[src/rtl/psi_pkg.sv]
// Constants, register map and carrier types of the front-panel status block.
// Assumes a single 50 MHz core clock; all times are derived from it here.
package psi_pkg;

  // Register map (byte addresses on the 16-bit register port)
  localparam logic [15:0] EXEC_REV_ADDR  = 16'h4020;
  localparam logic [15:0] STOP_WORD_ADDR = 16'h4024;
  localparam logic [15:0] STATUS_ADDR    = 16'h4028;
  localparam logic [15:0] IMAGE_DATA_ADDR = 16'h402C;
  localparam logic [15:0] IMAGE_REV_ADDR = 16'h4030;
  localparam logic [15:0] IMAGE_CTRL_ADDR = 16'h4034;

  // Reset values
  localparam logic [15:0] EXEC_REV_RST   = 16'h0101;
  localparam logic [15:0] STOP_WORD_RST  = 16'h0000;
  // Only the documented stop positions may ever be set
  localparam logic [15:0] STOP_DEFINED   = 16'hFEFF;

  // Field positions
  localparam int STOP_HALT_BIT    = 15;
  localparam int STOP_NOSETUP_BIT = 13;
  localparam int STAT_CRASH_BIT   = 0;
  localparam int STAT_KERNEL_BIT  = 1;
  localparam int STAT_READY_BIT   = 2;
  localparam int STAT_RUN_BIT     = 3;
  localparam int CTRL_COMMIT_BIT  = 0;

  // Timing
  localparam int          CLK_PERIOD_NS = 20;
  localparam int          TICK_NS       = 1000000;
  localparam int          TICK_CYCLES   = (TICK_NS + CLK_PERIOD_NS - 1) / CLK_PERIOD_NS;
  localparam logic [11:0] FLASH_HALF_MS = 12'h1F4;
  localparam logic [11:0] CRASH_ON_MS   = 12'h1F4;
  localparam logic [11:0] CRASH_OFF_MS  = 12'h9C4;

  // Stop causes, bit 15 down to bit 0
  typedef struct packed {
    logic controller_halted_flag;
    logic io_map_fault;
    logic no_valid_setup_flag;
    logic port_intrusion_fault;
    logic segment_schedule_fault;
    logic network_start_fault;
    logic powerdown_sum_fault;
    logic unused_cause;
    logic scan_overrun_fault;
    logic calendar_clock_fault;
    logic coil_table_fault;
    logic expansion_link_fault;
    logic illegal_element_fault;
    logic program_sum_fault;
    logic discrete_inhibit_fault;
    logic setup_invalid_fault;
  } psi_stop_s;

  typedef struct packed {
    logic supply;
    logic ready;
    logic run;
    logic link;
  } psi_lamps_s;

  typedef enum logic [2:0] {
    MODE_BOOT  = 3'b001,
    MODE_UP    = 3'b010,
    MODE_CRASH = 3'b100
  } psi_mode_e;

endpackage

[src/rtl/psi_blink.sv]
// Lamp cadence generator: a millisecond enable and two blink phases.
// Assumes restart is a one-cycle pulse from the top when a crash starts.
`timescale 1ns/1ps
module psi_blink
  import psi_pkg::*;
#(
  parameter int TICK_CYC = TICK_CYCLES
) (
  // Clock and reset
  input  wire logic core_clk,
  input  wire logic srst,
  // Crash cadence restart
  input  wire logic restart,
  // Phases
  output logic      flash_on,
  output logic      crash_on
);
  localparam logic [11:0] CRASH_PERIOD = CRASH_ON_MS + CRASH_OFF_MS;

  logic [15:0] div_q;
  logic [11:0] flash_ms_q;
  logic [11:0] crash_ms_q;
  logic        flash_q;
  logic        crash_q;
  wire         tick      = (div_q == 16'(TICK_CYC - 1));
  wire         flash_end = (flash_ms_q == FLASH_HALF_MS - 12'h001);
  wire         crash_end = (crash_ms_q == CRASH_PERIOD - 12'h001);

  always_ff @(posedge core_clk) begin
    if (srst || tick) begin
      div_q <= 16'h0000;
    end else begin
      div_q <= div_q + 16'h0001;
    end
  end

  always_ff @(posedge core_clk) begin
    if (srst) begin
      flash_ms_q <= 12'h000;
      flash_q    <= 1'b0;
    end else if (tick) begin
      flash_ms_q <= flash_end ? 12'h000 : flash_ms_q + 12'h001;
      flash_q    <= flash_end ? ~flash_q : flash_q;
    end
  end

  // On for the first CRASH_ON_MS of each period, then dark
  always_ff @(posedge core_clk) begin
    if (srst || restart) begin
      crash_ms_q <= 12'h000;
      crash_q    <= 1'b1;
    end else if (tick) begin
      crash_ms_q <= crash_end ? 12'h000 : crash_ms_q + 12'h001;
      crash_q    <= crash_end || (crash_ms_q < CRASH_ON_MS - 12'h001);
    end
  end

  assign flash_on = flash_q;
  assign crash_on = crash_q;
endmodule

[src/rtl/psi_top.sv]
// Front-panel status block: indicator lamps, stop word, crash display,
// executive revision and executive image port.
// Assumes monitor inputs are synchronous to core_clk and the register
// master never issues read and write strobes together.
//
// What this block does
// - Supply lamp lit exactly while internal and external power are healthy.
// - Ready lamp lit after diagnostics pass, kept while powered and healthy.
// - Run lamp steady while started and scanning ladder logic, outside a crash.
// - Run lamp flashes when powered but no valid configuration exists, unless steady or in a crash.
// - Link lamp steady during valid expansion traffic, same on both units.
// - Link lamp flashes while expansion link errors are detected.
// - Unexpected stop recorded in a readable 16-bit stop word.
// - Bits for stopped state, missing configuration and bad configuration.
// - Bits for segment scheduling, network start and illegal element faults.
// - Bits for power-down checksum, program checksum and coil table faults.
// - Watchdog bit set when scan overruns the watchdog.
// - Bits for calendar clock failure and expansion link failure.
// - Bits for I/O map, port intrusion and discrete inhibit faults.
// - Fatal error flashes a crash pattern on the input lamps.
// - Crash category kept: kernel mode or application.
// - Executive revision word readable at 4020 hex, reset value 0101.
// - Executive image rewritable through the register port, no hardware change.
`timescale 1ns/1ps
module psi_top
  import psi_pkg::*;
#(
  parameter int LAMP_N   = 8,
  parameter int TICK_CYC = TICK_CYCLES
) (
  // Clock and reset
  input  wire logic              core_clk,
  input  wire logic              srst,
  // Register port
  input  wire logic [15:0]       reg_addr,
  input  wire logic [15:0]       reg_wdata,
  input  wire logic              reg_wr,
  input  wire logic              reg_rd,
  output logic      [15:0]       reg_rdata,
  // Health and scan monitors
  input  wire logic              power_int_ok,
  input  wire logic              ext_power_ok,
  input  wire logic              unit_healthy,
  input  wire logic              diag_pass,
  input  wire logic              started,
  input  wire logic              scanning,
  input  wire logic              config_valid,
  // Expansion link monitor
  input  wire logic              link_traffic_ok,
  input  wire logic              link_error,
  // Stop causes and fatal errors
  input  wire psi_stop_s         stop_cause,
  input  wire logic              fatal_error,
  input  wire logic              fatal_kernel,
  input  wire logic [LAMP_N-1:0] crash_pattern,
  // Lamps
  output psi_lamps_s             lamps,
  output logic      [LAMP_N-1:0] input_lamps,
  output logic                   crash_kernel,
  // Executive image stream
  output logic      [15:0]       image_word,
  output logic                   image_word_vld,
  output logic                   image_commit
);

  // Register decode
  wire sel_rev    = (reg_addr == EXEC_REV_ADDR);
  wire sel_stop   = (reg_addr == STOP_WORD_ADDR);
  wire sel_stat   = (reg_addr == STATUS_ADDR);
  wire sel_idata  = (reg_addr == IMAGE_DATA_ADDR);
  wire sel_irev   = (reg_addr == IMAGE_REV_ADDR);
  wire sel_ictrl  = (reg_addr == IMAGE_CTRL_ADDR);
  wire wr_stop    = reg_wr && sel_stop;
  wire wr_idata   = reg_wr && sel_idata;
  wire wr_irev    = reg_wr && sel_irev;
  wire wr_commit  = reg_wr && sel_ictrl && reg_wdata[CTRL_COMMIT_BIT];

  // Health terms
  wire power_ok   = power_int_ok && ext_power_ok;
  wire healthy    = power_ok && unit_healthy;

  // State
  psi_mode_e         mode_q;
  psi_mode_e         mode_d;
  psi_lamps_s        lamps_q;
  psi_lamps_s        lamps_d;
  logic [15:0]       stop_q;
  logic [15:0]       stop_d;
  logic [15:0]       exec_rev_q;
  logic [15:0]       rev_stage_q;
  logic [15:0]       rdata_q;
  logic [15:0]       rdata_d;
  logic [LAMP_N-1:0] crash_pat_q;
  logic [LAMP_N-1:0] in_lamps_q;
  logic              kernel_q;
  logic [15:0]       image_word_q;
  logic              image_vld_q;
  logic              image_commit_q;
  logic              flash_on;
  logic              crash_on;

  wire in_crash    = (mode_q == MODE_CRASH);
  wire crash_entry = (mode_d == MODE_CRASH) && !in_crash;

  psi_blink #(
    .TICK_CYC (TICK_CYC)
  ) u_blink (
    .core_clk (core_clk),
    .srst     (srst),
    .restart  (crash_entry),
    .flash_on (flash_on),
    .crash_on (crash_on)
  );

  // Operating mode
  always_comb begin
    mode_d = mode_q;
    case (mode_q)
      MODE_BOOT: begin
        if (fatal_error && power_ok) begin
          mode_d = MODE_CRASH;
        end else if (diag_pass && healthy) begin
          mode_d = MODE_UP;
        end
      end
      MODE_UP: begin
        if (fatal_error && power_ok) begin
          mode_d = MODE_CRASH;
        end else if (!healthy) begin
          mode_d = MODE_BOOT;
        end
      end
      MODE_CRASH: begin
        if (!power_ok) begin
          mode_d = MODE_BOOT;
        end
      end
      default: begin
        mode_d = MODE_BOOT;
      end
    endcase
  end

  always_ff @(posedge core_clk) begin
    if (srst) begin
      mode_q <= MODE_BOOT;
    end else begin
      mode_q <= mode_d;
    end
  end

  // Lamp selection
  wire run_steady = started && scanning;
  wire run_flash  = power_ok && !config_valid;
  wire run_lamp   = in_crash   ? crash_on :
                    run_steady ? 1'b1 :
                    run_flash  ? flash_on : 1'b0;
  wire link_lamp  = link_error      ? flash_on :
                    link_traffic_ok ? 1'b1 : 1'b0;

  always_comb begin
    lamps_d.supply = power_ok;
    lamps_d.ready  = (mode_q == MODE_UP) || in_crash;
    lamps_d.run    = run_lamp;
    lamps_d.link   = link_lamp;
  end

  always_ff @(posedge core_clk) begin
    if (srst) begin
      lamps_q <= '0;
    end else begin
      lamps_q <= lamps_d;
    end
  end

  // Crash capture and display
  always_ff @(posedge core_clk) begin
    if (srst) begin
      crash_pat_q <= '0;
      kernel_q    <= 1'b0;
    end else if (crash_entry) begin
      crash_pat_q <= crash_pattern;
      kernel_q    <= fatal_kernel;
    end
  end

  always_ff @(posedge core_clk) begin
    if (srst) begin
      in_lamps_q <= '0;
    end else begin
      in_lamps_q <= (in_crash && crash_on) ? crash_pat_q : '0;
    end
  end

  // Stop word: sticky causes, write one to clear, a new cause wins
  wire [15:0] cause_bits = stop_cause
                         | (16'(run_flash) << STOP_NOSETUP_BIT);
  wire [15:0] clr_mask   = wr_stop ? reg_wdata : 16'h0000;

  assign stop_d = ((stop_q & ~clr_mask) | cause_bits) & STOP_DEFINED;

  always_ff @(posedge core_clk) begin
    if (srst) begin
      stop_q <= STOP_WORD_RST;
    end else begin
      stop_q <= stop_d;
    end
  end

  // Executive revision and image stream
  always_ff @(posedge core_clk) begin
    if (srst) begin
      exec_rev_q  <= EXEC_REV_RST;
      rev_stage_q <= EXEC_REV_RST;
    end else begin
      if (wr_irev) begin
        rev_stage_q <= reg_wdata;
      end
      if (wr_commit) begin
        exec_rev_q <= rev_stage_q;
      end
    end
  end

  always_ff @(posedge core_clk) begin
    if (srst) begin
      image_word_q   <= 16'h0000;
      image_vld_q    <= 1'b0;
      image_commit_q <= 1'b0;
    end else begin
      image_word_q   <= wr_idata ? reg_wdata : image_word_q;
      image_vld_q    <= wr_idata;
      image_commit_q <= wr_commit;
    end
  end

  // Read data, valid in the cycle after the strobe; unmapped reads zero
  wire [15:0] status_word = (16'(in_crash) << STAT_CRASH_BIT)
                          | (16'(kernel_q) << STAT_KERNEL_BIT)
                          | (16'(lamps_q.ready) << STAT_READY_BIT)
                          | (16'(lamps_q.run) << STAT_RUN_BIT);

  always_comb begin
    rdata_d = 16'h0000;
    if (reg_rd) begin
      if (sel_rev) begin
        rdata_d = exec_rev_q;
      end else if (sel_stop) begin
        rdata_d = stop_q;
      end else if (sel_stat) begin
        rdata_d = status_word;
      end else if (sel_irev) begin
        rdata_d = rev_stage_q;
      end
    end
  end

  always_ff @(posedge core_clk) begin
    if (srst) begin
      rdata_q <= 16'h0000;
    end else begin
      rdata_q <= rdata_d;
    end
  end

  assign reg_rdata      = rdata_q;
  assign lamps          = lamps_q;
  assign input_lamps    = in_lamps_q;
  assign crash_kernel   = kernel_q;
  assign image_word     = image_word_q;
  assign image_word_vld = image_vld_q;
  assign image_commit   = image_commit_q;
endmodule
[config.mk]
export PLATFORM = sky130hd
export DESIGN_NAME = psi_top
export DESIGN_NICKNAME = d
export VERILOG_FILES = /design/src/rtl/psi_pkg.sv /design/src/rtl/psi_blink.sv /design/src/rtl/psi_top.sv
export SDC_FILE = /design/constraint.sdc
export NUM_CORES = 1
export LEC_CHECK = 0
export BUFFER_PORTS_ARGS = -buffer_cell sky130_fd_sc_hd__buf_2
export CAP_MARGIN = 0
export CELL_PAD_IN_SITES_DETAIL_PLACEMENT = 0
export CELL_PAD_IN_SITES_GLOBAL_PLACEMENT = 2
export CORE_MARGIN = 4
export CORE_UTILIZATION = 30
export DETAILED_ROUTE_END_ITERATION = 16
export PLACE_DENSITY_LB_ADDON = 0.05
export SLEW_MARGIN = 0
export SYNTH_ARGS = -nofsm -noshare
export SYNTH_HDL_FRONTEND = slang
export SYNTH_HIERARCHICAL = 1
export SYNTH_SLANG_ARGS = --single-unit
[constraint.sdc]
create_clock -name core_clk -period 3.18 [get_ports core_clk]
set_clock_uncertainty 0.2 [all_clocks]
set_input_delay 0.636 -clock core_clk [delete_from_list [all_inputs] [get_ports core_clk]]
set_output_delay 0.636 -clock core_clk [all_outputs]
set_load 0.05 [all_outputs]
-- After elaboration in Yosys (flattened, before gate mapping)
Index checks and enable logic that the tools add are counted.
- bits in registers: 148
- memory bits (writable): 0
- memories kept: 0
- bits in read-only memories: 0
- word-level logic and storage cells: 88
- output and inout port bits: 47
- bits in latches: 0
- $lt $le $gt $ge: 1
- multipliers: 0
- mux-type cells: 18
- reductions and logical operators: 22
- bitwise logic cells: 10
- equal/unequal tests: 13
- shift operators: 0
- $add $sub $neg: 3
- divide/modulo/power cells: 0
- operators with widths (kind ; count):
    $eq A16 B15 Y1 const B ; 6
    $mux W16 ; 5
    $add A12 B1 Y12 const B ; 2
    $mux W12 ; 2
    $add A16 B1 Y16 const B ; 1
    $and A16 B16 Y16 ; 1
    $eq A16 B16 Y1 const B ; 1
    $not A16 Y16 ; 1
    $or A16 B14 Y16 ; 1
    $or A16 B16 Y16 ; 1
    $mux W3 ; 5
    $logic_and A1 B1 Y1 ; 13
    $eq A12 B12 Y1 const B ; 1
    $eq A12 B9 Y1 const B ; 1
    $lt A12 B9 Y1 const B ; 1
    $pmux W3 S3 ; 1
    $eq A3 B3 Y1 const B ; 2
    $mux W1 ; 5
    $logic_or A1 B1 Y1 ; 4
    $or A3 B4 Y4 ; 1
    $reduce_or A2 Y1 ; 2
    $eq A3 B1 Y1 const B ; 1
    $eq A3 B2 Y1 const B ; 1
    $not A1 Y1 ; 3
    other kinds (4) ; 5

-- Logic depth before layout (Yosys ltp)
Gate-level depths: netlist of run 1.
- depth after elaboration: 9
- gate-level depth with buffers: 8
- gate-level depth less buffers: 6

-- By module
Netlist of run 1, hierarchy kept.
- by module, submodules not included (module ; area an instance (um^2) ; times used ; cells an instance ; sequential area each (um^2)):
    psi_top ; 4366.7 ; 1 ; 484 ; 2102.0
    psi_blink ; 2132.0 ; 1 ; 254 ; 840.8

-- Worst setup path after synthesis of run 1
OpenSTA, ideal clock, no wires.
- kind: input to register
- from: input port power_int_ok
- to: register u_blink.crash_ms_q[8]
- buffers on the path: 2
- stages: 7
- data required time: 2.863 ns
- arrival: 1.946 ns
- setup time: 0.117 ns
- path slack: 0.916 ns
- cells stage by stage: nand2_1 nor4b_2 buf_2 or2_2 clkbuf_1 nor4_1 a32o_1
- word-level cells in the longest chain between the ends: 9
- RTL lines (element ; line ; RTL):
    start, declared ; psi_top.sv:41 ; input wire logic power_int_ok,
    $logic_and A1 B1 Y1 (*) ; psi_top.sv:79 ; wire power_ok = power_int_ok && ext_power_ok;
    $logic_and A1 B1 Y1 ; psi_top.sv:80 ; wire healthy = power_ok && unit_healthy;
    $logic_and A1 B1 Y1 ; psi_top.sv:122 ; end else if (diag_pass && healthy) begin
    $mux W3 ; psi_top.sv:122 ;
    $mux W3 ; psi_top.sv:120 ; if (fatal_error && power_ok) begin
    $pmux W3 S3 (*) ; psi_top.sv:118 ; case (mode_q)
    $eq A3 B3 Y1 (*) ; psi_top.sv:103 ; wire crash_entry = (mode_d == MODE_CRASH) && !in_crash;
    $logic_and A1 B1 Y1 (*) ; psi_top.sv:103 ;
    via crash_entry ; psi_top.sv:103 ;
    $logic_or A1 B1 Y1 (*) ; psi_blink.sv:49 ; if (srst || restart) begin
    end signal, assigned ; psi_blink.sv:53 ; crash_ms_q <= crash_end ? 12'h000 : crash_ms_q + 12'h001;
    end, declared ; psi_blink.sv:22 ; logic [11:0] crash_ms_q;
Mark *: on every way through the listed nets, which the timed path passes. The rest lies on a longest branch.
A chain may end at the register's enable or synchronous reset.

-- Worst setup path in the final report of run 1
- from: register u_blink.flash_ms_q[0]
- to: register u_blink.flash_q (netlist: u_blink/flash_on)
- word-level cells in the longest chain between the ends: 2
- RTL lines (element ; line ; RTL):
    start, declared ; psi_blink.sv:21 ; logic [11:0] flash_ms_q;
    start signal, assigned ; psi_blink.sv:42 ; flash_ms_q <= flash_end ? 12'h000 : flash_ms_q + 12'h001;
    $eq A12 B9 Y1 ; psi_blink.sv:26 ; wire flash_end = (flash_ms_q == FLASH_HALF_MS - 12'h001);
    $reduce_and A2 Y1 (no source line) ; - ;
    end signal, assigned ; psi_blink.sv:43 ; flash_q <= flash_end ? ~flash_q : flash_q;
    end, declared ; psi_blink.sv:23 ; logic flash_q;
Every way passes these cells.

==> flow_summary.ini, run 1 <==
[run_status]
outcome = completed

[clocking]
post_cts_buffers = 0
post_cts_resize_count = 0
ctsHoldBuffers = 0
cts_max_level = 4
root_buffer = clkbuf_16
clkSlewWorstSetupHoldPaths_ns = 0.06
clock_sink_count = 147
clk_latency_ns = 0.42
clockBufferDepth = 2
cts_tree = yes
numCtsBuffers = 17

[placed_design]
pre_cts_slack_ns = 0.3605
place.gp.congestion = 0.8029
hpwl_mm = 13.65
place_area_mm2 = 0.007297
io_buffer_count = 116

[die]
core_mm2 = 0.02115
die_y_um = 155.2
rows = 53
start_util = 0.3072
dieArea_mm2 = 0.02408
die_x_um = 155.2
io_pins = 118

[critical_path]
start_kind = flip-flop
critical-path-max-stage-delay_ns = 0.52
setup.worst_path.class = flip-flop to flip-flop
crit_chain = ha_1 -> nor4b_1 -> nand4_1 -> or3_1 -> a21oi_1
path_delay_family = simple AND/OR/NAND/NOR gates
rrSetupSlack_ns = 0.68
timing.rr.start = u_blink/flash_ms_q[0]
required_ns = 3.33
rr_worst_depth = 5
cp_num_buf_inv = 0
slowest_stage = nand4_1
end_kind = flip-flop
rr_endpoint = u_blink/flash_on
crit_arrival_ns = 2.65
crit_path_max_fanout = 14

[cells_and_area]
finish.utilization = 0.3723
fin_nets = 913
area_delta_synth_final_pct = 21.18
antennaDiodeCount = 0
design_area_mm2 = 0.007875
drive_above_1_share = 0.2115

[routing]
drc = 0
top_layer_used = met4
viasPerCell = 5.078
wire_per_inst_um = 17.08
wl_met2_mm = 9.780
first_iter_violations = 300
wl_mm = 19.23
drt_pass1_iterations = 4
ant_nets = 0
met3WireLength_um = 580
wl_met1_mm = 8.665
num_vias = 5718

[timing]
fin_setup_tns_ns = 0
period_minus_slack_ns = 2.498
tightest_slew_ns = 1.082
drv_slew = 0
finalSetupViolations = 0
relSlewSlack = 0.2769
fin_crit_sh = 0.7855
hold_violations = 0
max_clock_freq_mhz = 400.3
rsz0062_at_grt = false
worst_slack_ns = 0.6820

[min_path]
hold_path_end = lamps[0]
worst_hold_startpoint = link_traffic_ok
min_path_cells = 3
hold_path.class = primary input to flip-flop

[power]
switching_power_uw = 986.9
total_power_mw = 4.062
power.density_mw_per_mm2 = 515.9
p_comb_frac = 0.051
switching_share = 0.2429
clkPwrFrac = 0.486
seq_power_share = 0.463
peakVddDrop_mv = 0.2872
leakage_nw = 2.970
intPower_mw = 3.075

[synthesis]
synthMostInstantiatedCell = dfxtp_1
ys.flop_type = dfxtp_1
synth_warnings = 6
syn_inst = 738
yosysTopAreaCellShare = 0.4528
ys_ff_latch = 147
synthTopCellsByArea = dfxtp_1, mux2i_1, a21oi_1, nor2_1, nand3_1
synth-edff-count = 0
syn_area_mm2 = 0.006499
synth_common_cells = dfxtp_1, nor2_1, a21oi_1
ys_seq_area_frac = 0.4528
syn_avg_cell_area_um2 = 8.806
yosys.cell_types.count = 63
yosysTopAreaCell = dfxtp_1
synth-async-reset-ratio = 0
syn_nets = 813

[run]
drv_cap = 0

[global_route]
grt_pass1_wl_mm = 31.10
grt-ovfl-total = 0
grtUsageTotal = 0.1606
grt_pass1_vias = 5879
grt_max_degree = 56
antenna_found_initial = 0
==> layer usage <==
metal  vias up  track usage
li1       2845            -
met1      2770       0.1976
met2        93       0.2835
met3        10      0.03616
met4         0      0.04252
met5         -            0
==> cell families after synthesis <==
| family | count (synthesis) | synth area share |
|---|---|---|
| adders and majority gates | 4 | 0.007702 |
| DFF | 147 | 0.4528 |
| xor gates and xnor gates | 12 | 0.01617 |
| muxes | 40 | 0.06161 |
| buffers and inverters | 73 | 0.05121 |
| and+or+nand+nor | 300 | 0.2640 |
| AOI/OAI and AO/OA | 162 | 0.1465 |
==> state kept, by name (all words and copies together) (netlist names), 12 cells and up <==
register            cells
rev_stage_q            16
image_word             16
reg_rdata              16
stop_q                 15
u_blink/flash_ms_q     12
u_blink/crash_ms_q     12
exec_rev_q             16
u_blink/div_q          16
==> worst max-delay path by stage <==
stage,endpoint,depth (start not counted),startpoint
after CTS,u_blink/flash_on,5,u_blink/flash_ms_q[0]
after global placement,reg_rdata[0],5,reg_addr[2]
after detailed placement,reg_rdata[0],5,reg_addr[2]
after global routing,u_blink/flash_on,5,u_blink/flash_ms_q[0]
after floorplan,u_blink/crash_ms_q[8],7,power_int_ok
final,u_blink/flash_on,5,u_blink/flash_ms_q[0]
==> worst reg2reg max path: stages, from the launching register on <==
cell and delay [ns]:
dfxtp_1 0.44, ha_1 0.35, nor4b_1 0.27, nand4_1 0.52
or3_1 0.51, a21oi_1 0.14
==> stage by stage <==
step,hold WS (ns),instances
3_3_place_gp,0.2345,1094
2_1_floorplan,0.2262,738
6_report,0.2427,1126
4_1_cts,0.2289,1126
5_1_grt,0.2439,1126
3_5_place_dp,0.2451,1094
==> layout by cell type, fill, tap and decap left out, types with 4 or more instances in the layout <==
| cell type | netlist | layout |
|---|---|---|
| and4_1 | 8 | 8 |
| nor3b_1 | 5 | 5 |
| a21oi_1 | 69 | 69 |
| nand4_1 | 18 | 18 |
| and3_1 | 6 | 6 |
| dfxtp_1 | 147 | 147 |
| mux2i_1 | 40 | 40 |
| xor2_1 | 8 | 8 |
| clkbuf_16 | 0 | 17 |
| a311oi_1 | 19 | 19 |
| inv_1 | 25 | 25 |
| buf_2 | 15 | 115 |
| nor2_1 | 79 | 79 |
| nor2b_1 | 6 | 6 |
| nand2_1 | 26 | 26 |
| and2_1 | 14 | 14 |
| xnor2_1 | 4 | 4 |
| nand2b_1 | 32 | 32 |
| nor3_1 | 6 | 6 |
| o22ai_1 | 6 | 6 |
| nand3_1 | 49 | 49 |
| or3_1 | 12 | 12 |
| nand4b_1 | 6 | 6 |
| buf_4 | 2 | 13 |
| ha_1 | 4 | 4 |
| clkinvlp_4 | 0 | 5 |
| o21ai_0 | 47 | 47 |
==> final cells by class <==
cell class,instances,area [um2]
Tap cell,275,344.1
Timing Repair Buffer,129,693.2
Sequential cell,147,2943
Clock inverter,13,125.1
Fill cell,2199,13280
Multi-Input combinational cell,518,3223
Inverter,25,93.84
Clock buffer,19,452.9
==> power by group through the flow <==
| stage | logic (mW) | clock network (mW) | registers (mW) |
|---|---|---|---|
| final | 0.209 | 1.97 | 1.88 |
| after global routing | 0.233 | 2.10 | 1.88 |
| after CTS | 0.212 | 2.03 | 1.88 |
| after detailed placement | 0.211 | 0 | 1.92 |
| after global placement | 0.208 | 0 | 1.92 |
| after floorplan | 0.108 | 0 | 1.92 |
Power figures use the tool's default switching activity.
==> inputs of run 2 (changes only) <==
==> constraint.sdc (replaced) <==
create_clock -name core_clk -period 2.24 [get_ports core_clk]
set_clock_uncertainty 0.2 [all_clocks]
set_input_delay 0.448 -clock core_clk [delete_from_list [all_inputs] [get_ports core_clk]]
set_output_delay 0.448 -clock core_clk [all_outputs]
set_load 0.05 [all_outputs]
==> flow_summary.ini, run 2 (same netlist as run 1, synthesis figures left out) <==
[critical_path]
rr_worst_depth = 6
timing.rr.start = u_blink/div_q[0]
slowest_stage = dfxtp_1
end_kind = flip-flop
critical-path-max-stage-delay_ns = 0.36
setup.worst_path.class = flip-flop to flip-flop
crit_arrival_ns = 2.19
crit_chain = ha_1 -> and3_1 -> nand4_1 -> buf_4 -> or3_1 -> a21oi_1
rr_endpoint = u_blink/crash_ms_q[6]
start_kind = flip-flop
crit_path_max_fanout = 10
rrSetupSlack_ns = 0.20
required_ns = 2.40

[power]
leakage_nw = 3.116
peakVddDrop_mv = 0.4128
total_power_mw = 5.811
power.density_mw_per_mm2 = 714.4

[routing]
wl_mm = 18.91
first_iter_violations = 218
num_vias = 5741
wire_per_inst_um = 16.44
ant_nets = 0
drt_pass1_iterations = 5
drc = 0
viasPerCell = 4.992

[die]
die_x_um = 155.2
start_util = 0.3072
core_mm2 = 0.02115
die_y_um = 155.2
io_pins = 118
dieArea_mm2 = 0.02408
rows = 53

[cells_and_area]
antennaDiodeCount = 0
drive_above_1_share = 0.2320
layout_commonest_cell = dfxtp_1
most-common-layout-cells = dfxtp_1, buf_2, nor2_1
regArea_mm2 = 0.002943
nFillCells = 2181
fin_nets = 937
multi_input_area_mm2 = 0.003223
area_delta_synth_final_pct = 25.16

[global_route]
grt_max_degree = 88
antenna_found_initial = 0
grt-ovfl-total = 0
grt_pass1_vias = 5794
grtUsageTotal = 0.1583
grt_pass1_wl_mm = 30.54

[clocking]
clockBufferDepth = 2
clkSlewWorstSetupHoldPaths_ns = 0.07
post_cts_buffers = 0
cts_max_level = 4
ctsHoldBuffers = 0
post_cts_resize_count = 0
cts_tree = yes
numCtsBuffers = 17
root_buffer = clkbuf_16
clock_sink_count = 147
clk_latency_ns = 0.42

[run_status]
outcome = completed

[timing]
tightest_slew_ns = 0.7060
finalSetupViolations = 0
period_minus_slack_ns = 2.039
drv_slew = 0
max_clock_freq_mhz = 490.5
hold_violations = 0
relSlewSlack = 0.5276
fin_setup_tns_ns = 0
rsz0062_at_grt = false
fin_crit_sh = 0.9102

[placed_design]
hpwl_mm = 13.76
io_buffer_count = 116
place.gp.congestion = 0.8156

[min_path]
hold_path_end = crash_pat_q[6]
hold_path.class = primary input to flip-flop
worst_hold_startpoint = crash_pattern[6]
min_path_cells = 3

[run]
drv_cap = 0
-- run 2: cell count changes in the layout (fill, tap and decap cells not counted), sizes merged --
cell | previous run | this run
buf | 129 | 153
bufinv | 1 | 2
clkbuf | 19 | 18
clkinvlp | 5 | 4
inv | 28 | 29
-- run 2: metrics by stage --
stage          worst slack, ns  instance area [um2]  std cells    util  hold slack [ns]
6_report                0.2011                 8134       1150  0.3845          0.05762
5_1_grt                0.04145                 8134       1150  0.3845          0.03604
3_3_place_gp           0.08269                 7552       1118  0.3570           0.2342
4_1_cts                 0.1757                 8134       1150  0.3845          0.03826
3_5_place_dp           0.08133                 7552       1118  0.3570           0.2443
2_1_floorplan          0.09815                 6499        738       -           0.2262
-- run 2: final cells by class --
| cell class | instances | area share |
|---|---|---|
| Multi-Input combinational cell | 518 | 0.3962 |
| Clock inverter | 14 | 0.01877 |
| Tap cell | 275 | 0.04230 |
| Clock buffer | 18 | 0.05276 |
| Timing Repair Buffer | 153 | 0.1166 |
| Sequential cell | 147 | 0.3618 |
| Inverter | 25 | 0.01154 |
-- run 2: critical path, delay by kind of cell (launching register included) --
kind / cells / cell delay, ns
fa+ha+maj: 1 / 0.20
flops: 1 / 0.36
simple gates: 3 / 0.80
buf+inv: 1 / 0.29
compound gates: 1 / 0.14
-- run 2: layer usage --
layer,share of wire,GRT usage,wire length [um],up-vias
met5,0,0,0,-
met3,0.031,0.03533,594,12
li1,-,-,-,2899
met2,0.50,0.2719,9455,77
met1,0.46,0.1997,8662,2753
met4,0.010,0.04544,195,0
-- run 2: worst max-delay path by stage --
stage / from / endpoint / slack, ns / cells past startpoint
after floorplan: mode_q[0] / u_blink/crash_ms_q[8] / 0.1 / 8
after global placement: reg_addr[9] / exec_rev_q[0] / 0.08 / 6
after detailed placement: reg_addr[9] / exec_rev_q[8] / 0.08 / 6
after CTS: u_blink/div_q[0] / u_blink/flash_ms_q[3] / 0.18 / 6
after global routing: u_blink/crash_ms_q[9] / u_blink/crash_ms_q[9] / 0.04 / 4
final: u_blink/div_q[0] / u_blink/crash_ms_q[6] / 0.20 / 6
-- run 2: power by group --
group	total, mW	internal (mW)	switching [mW]
sequential	2.67	2.65	0.0216
clock	2.84	1.65	1.18
combinational	0.306	0.127	0.178
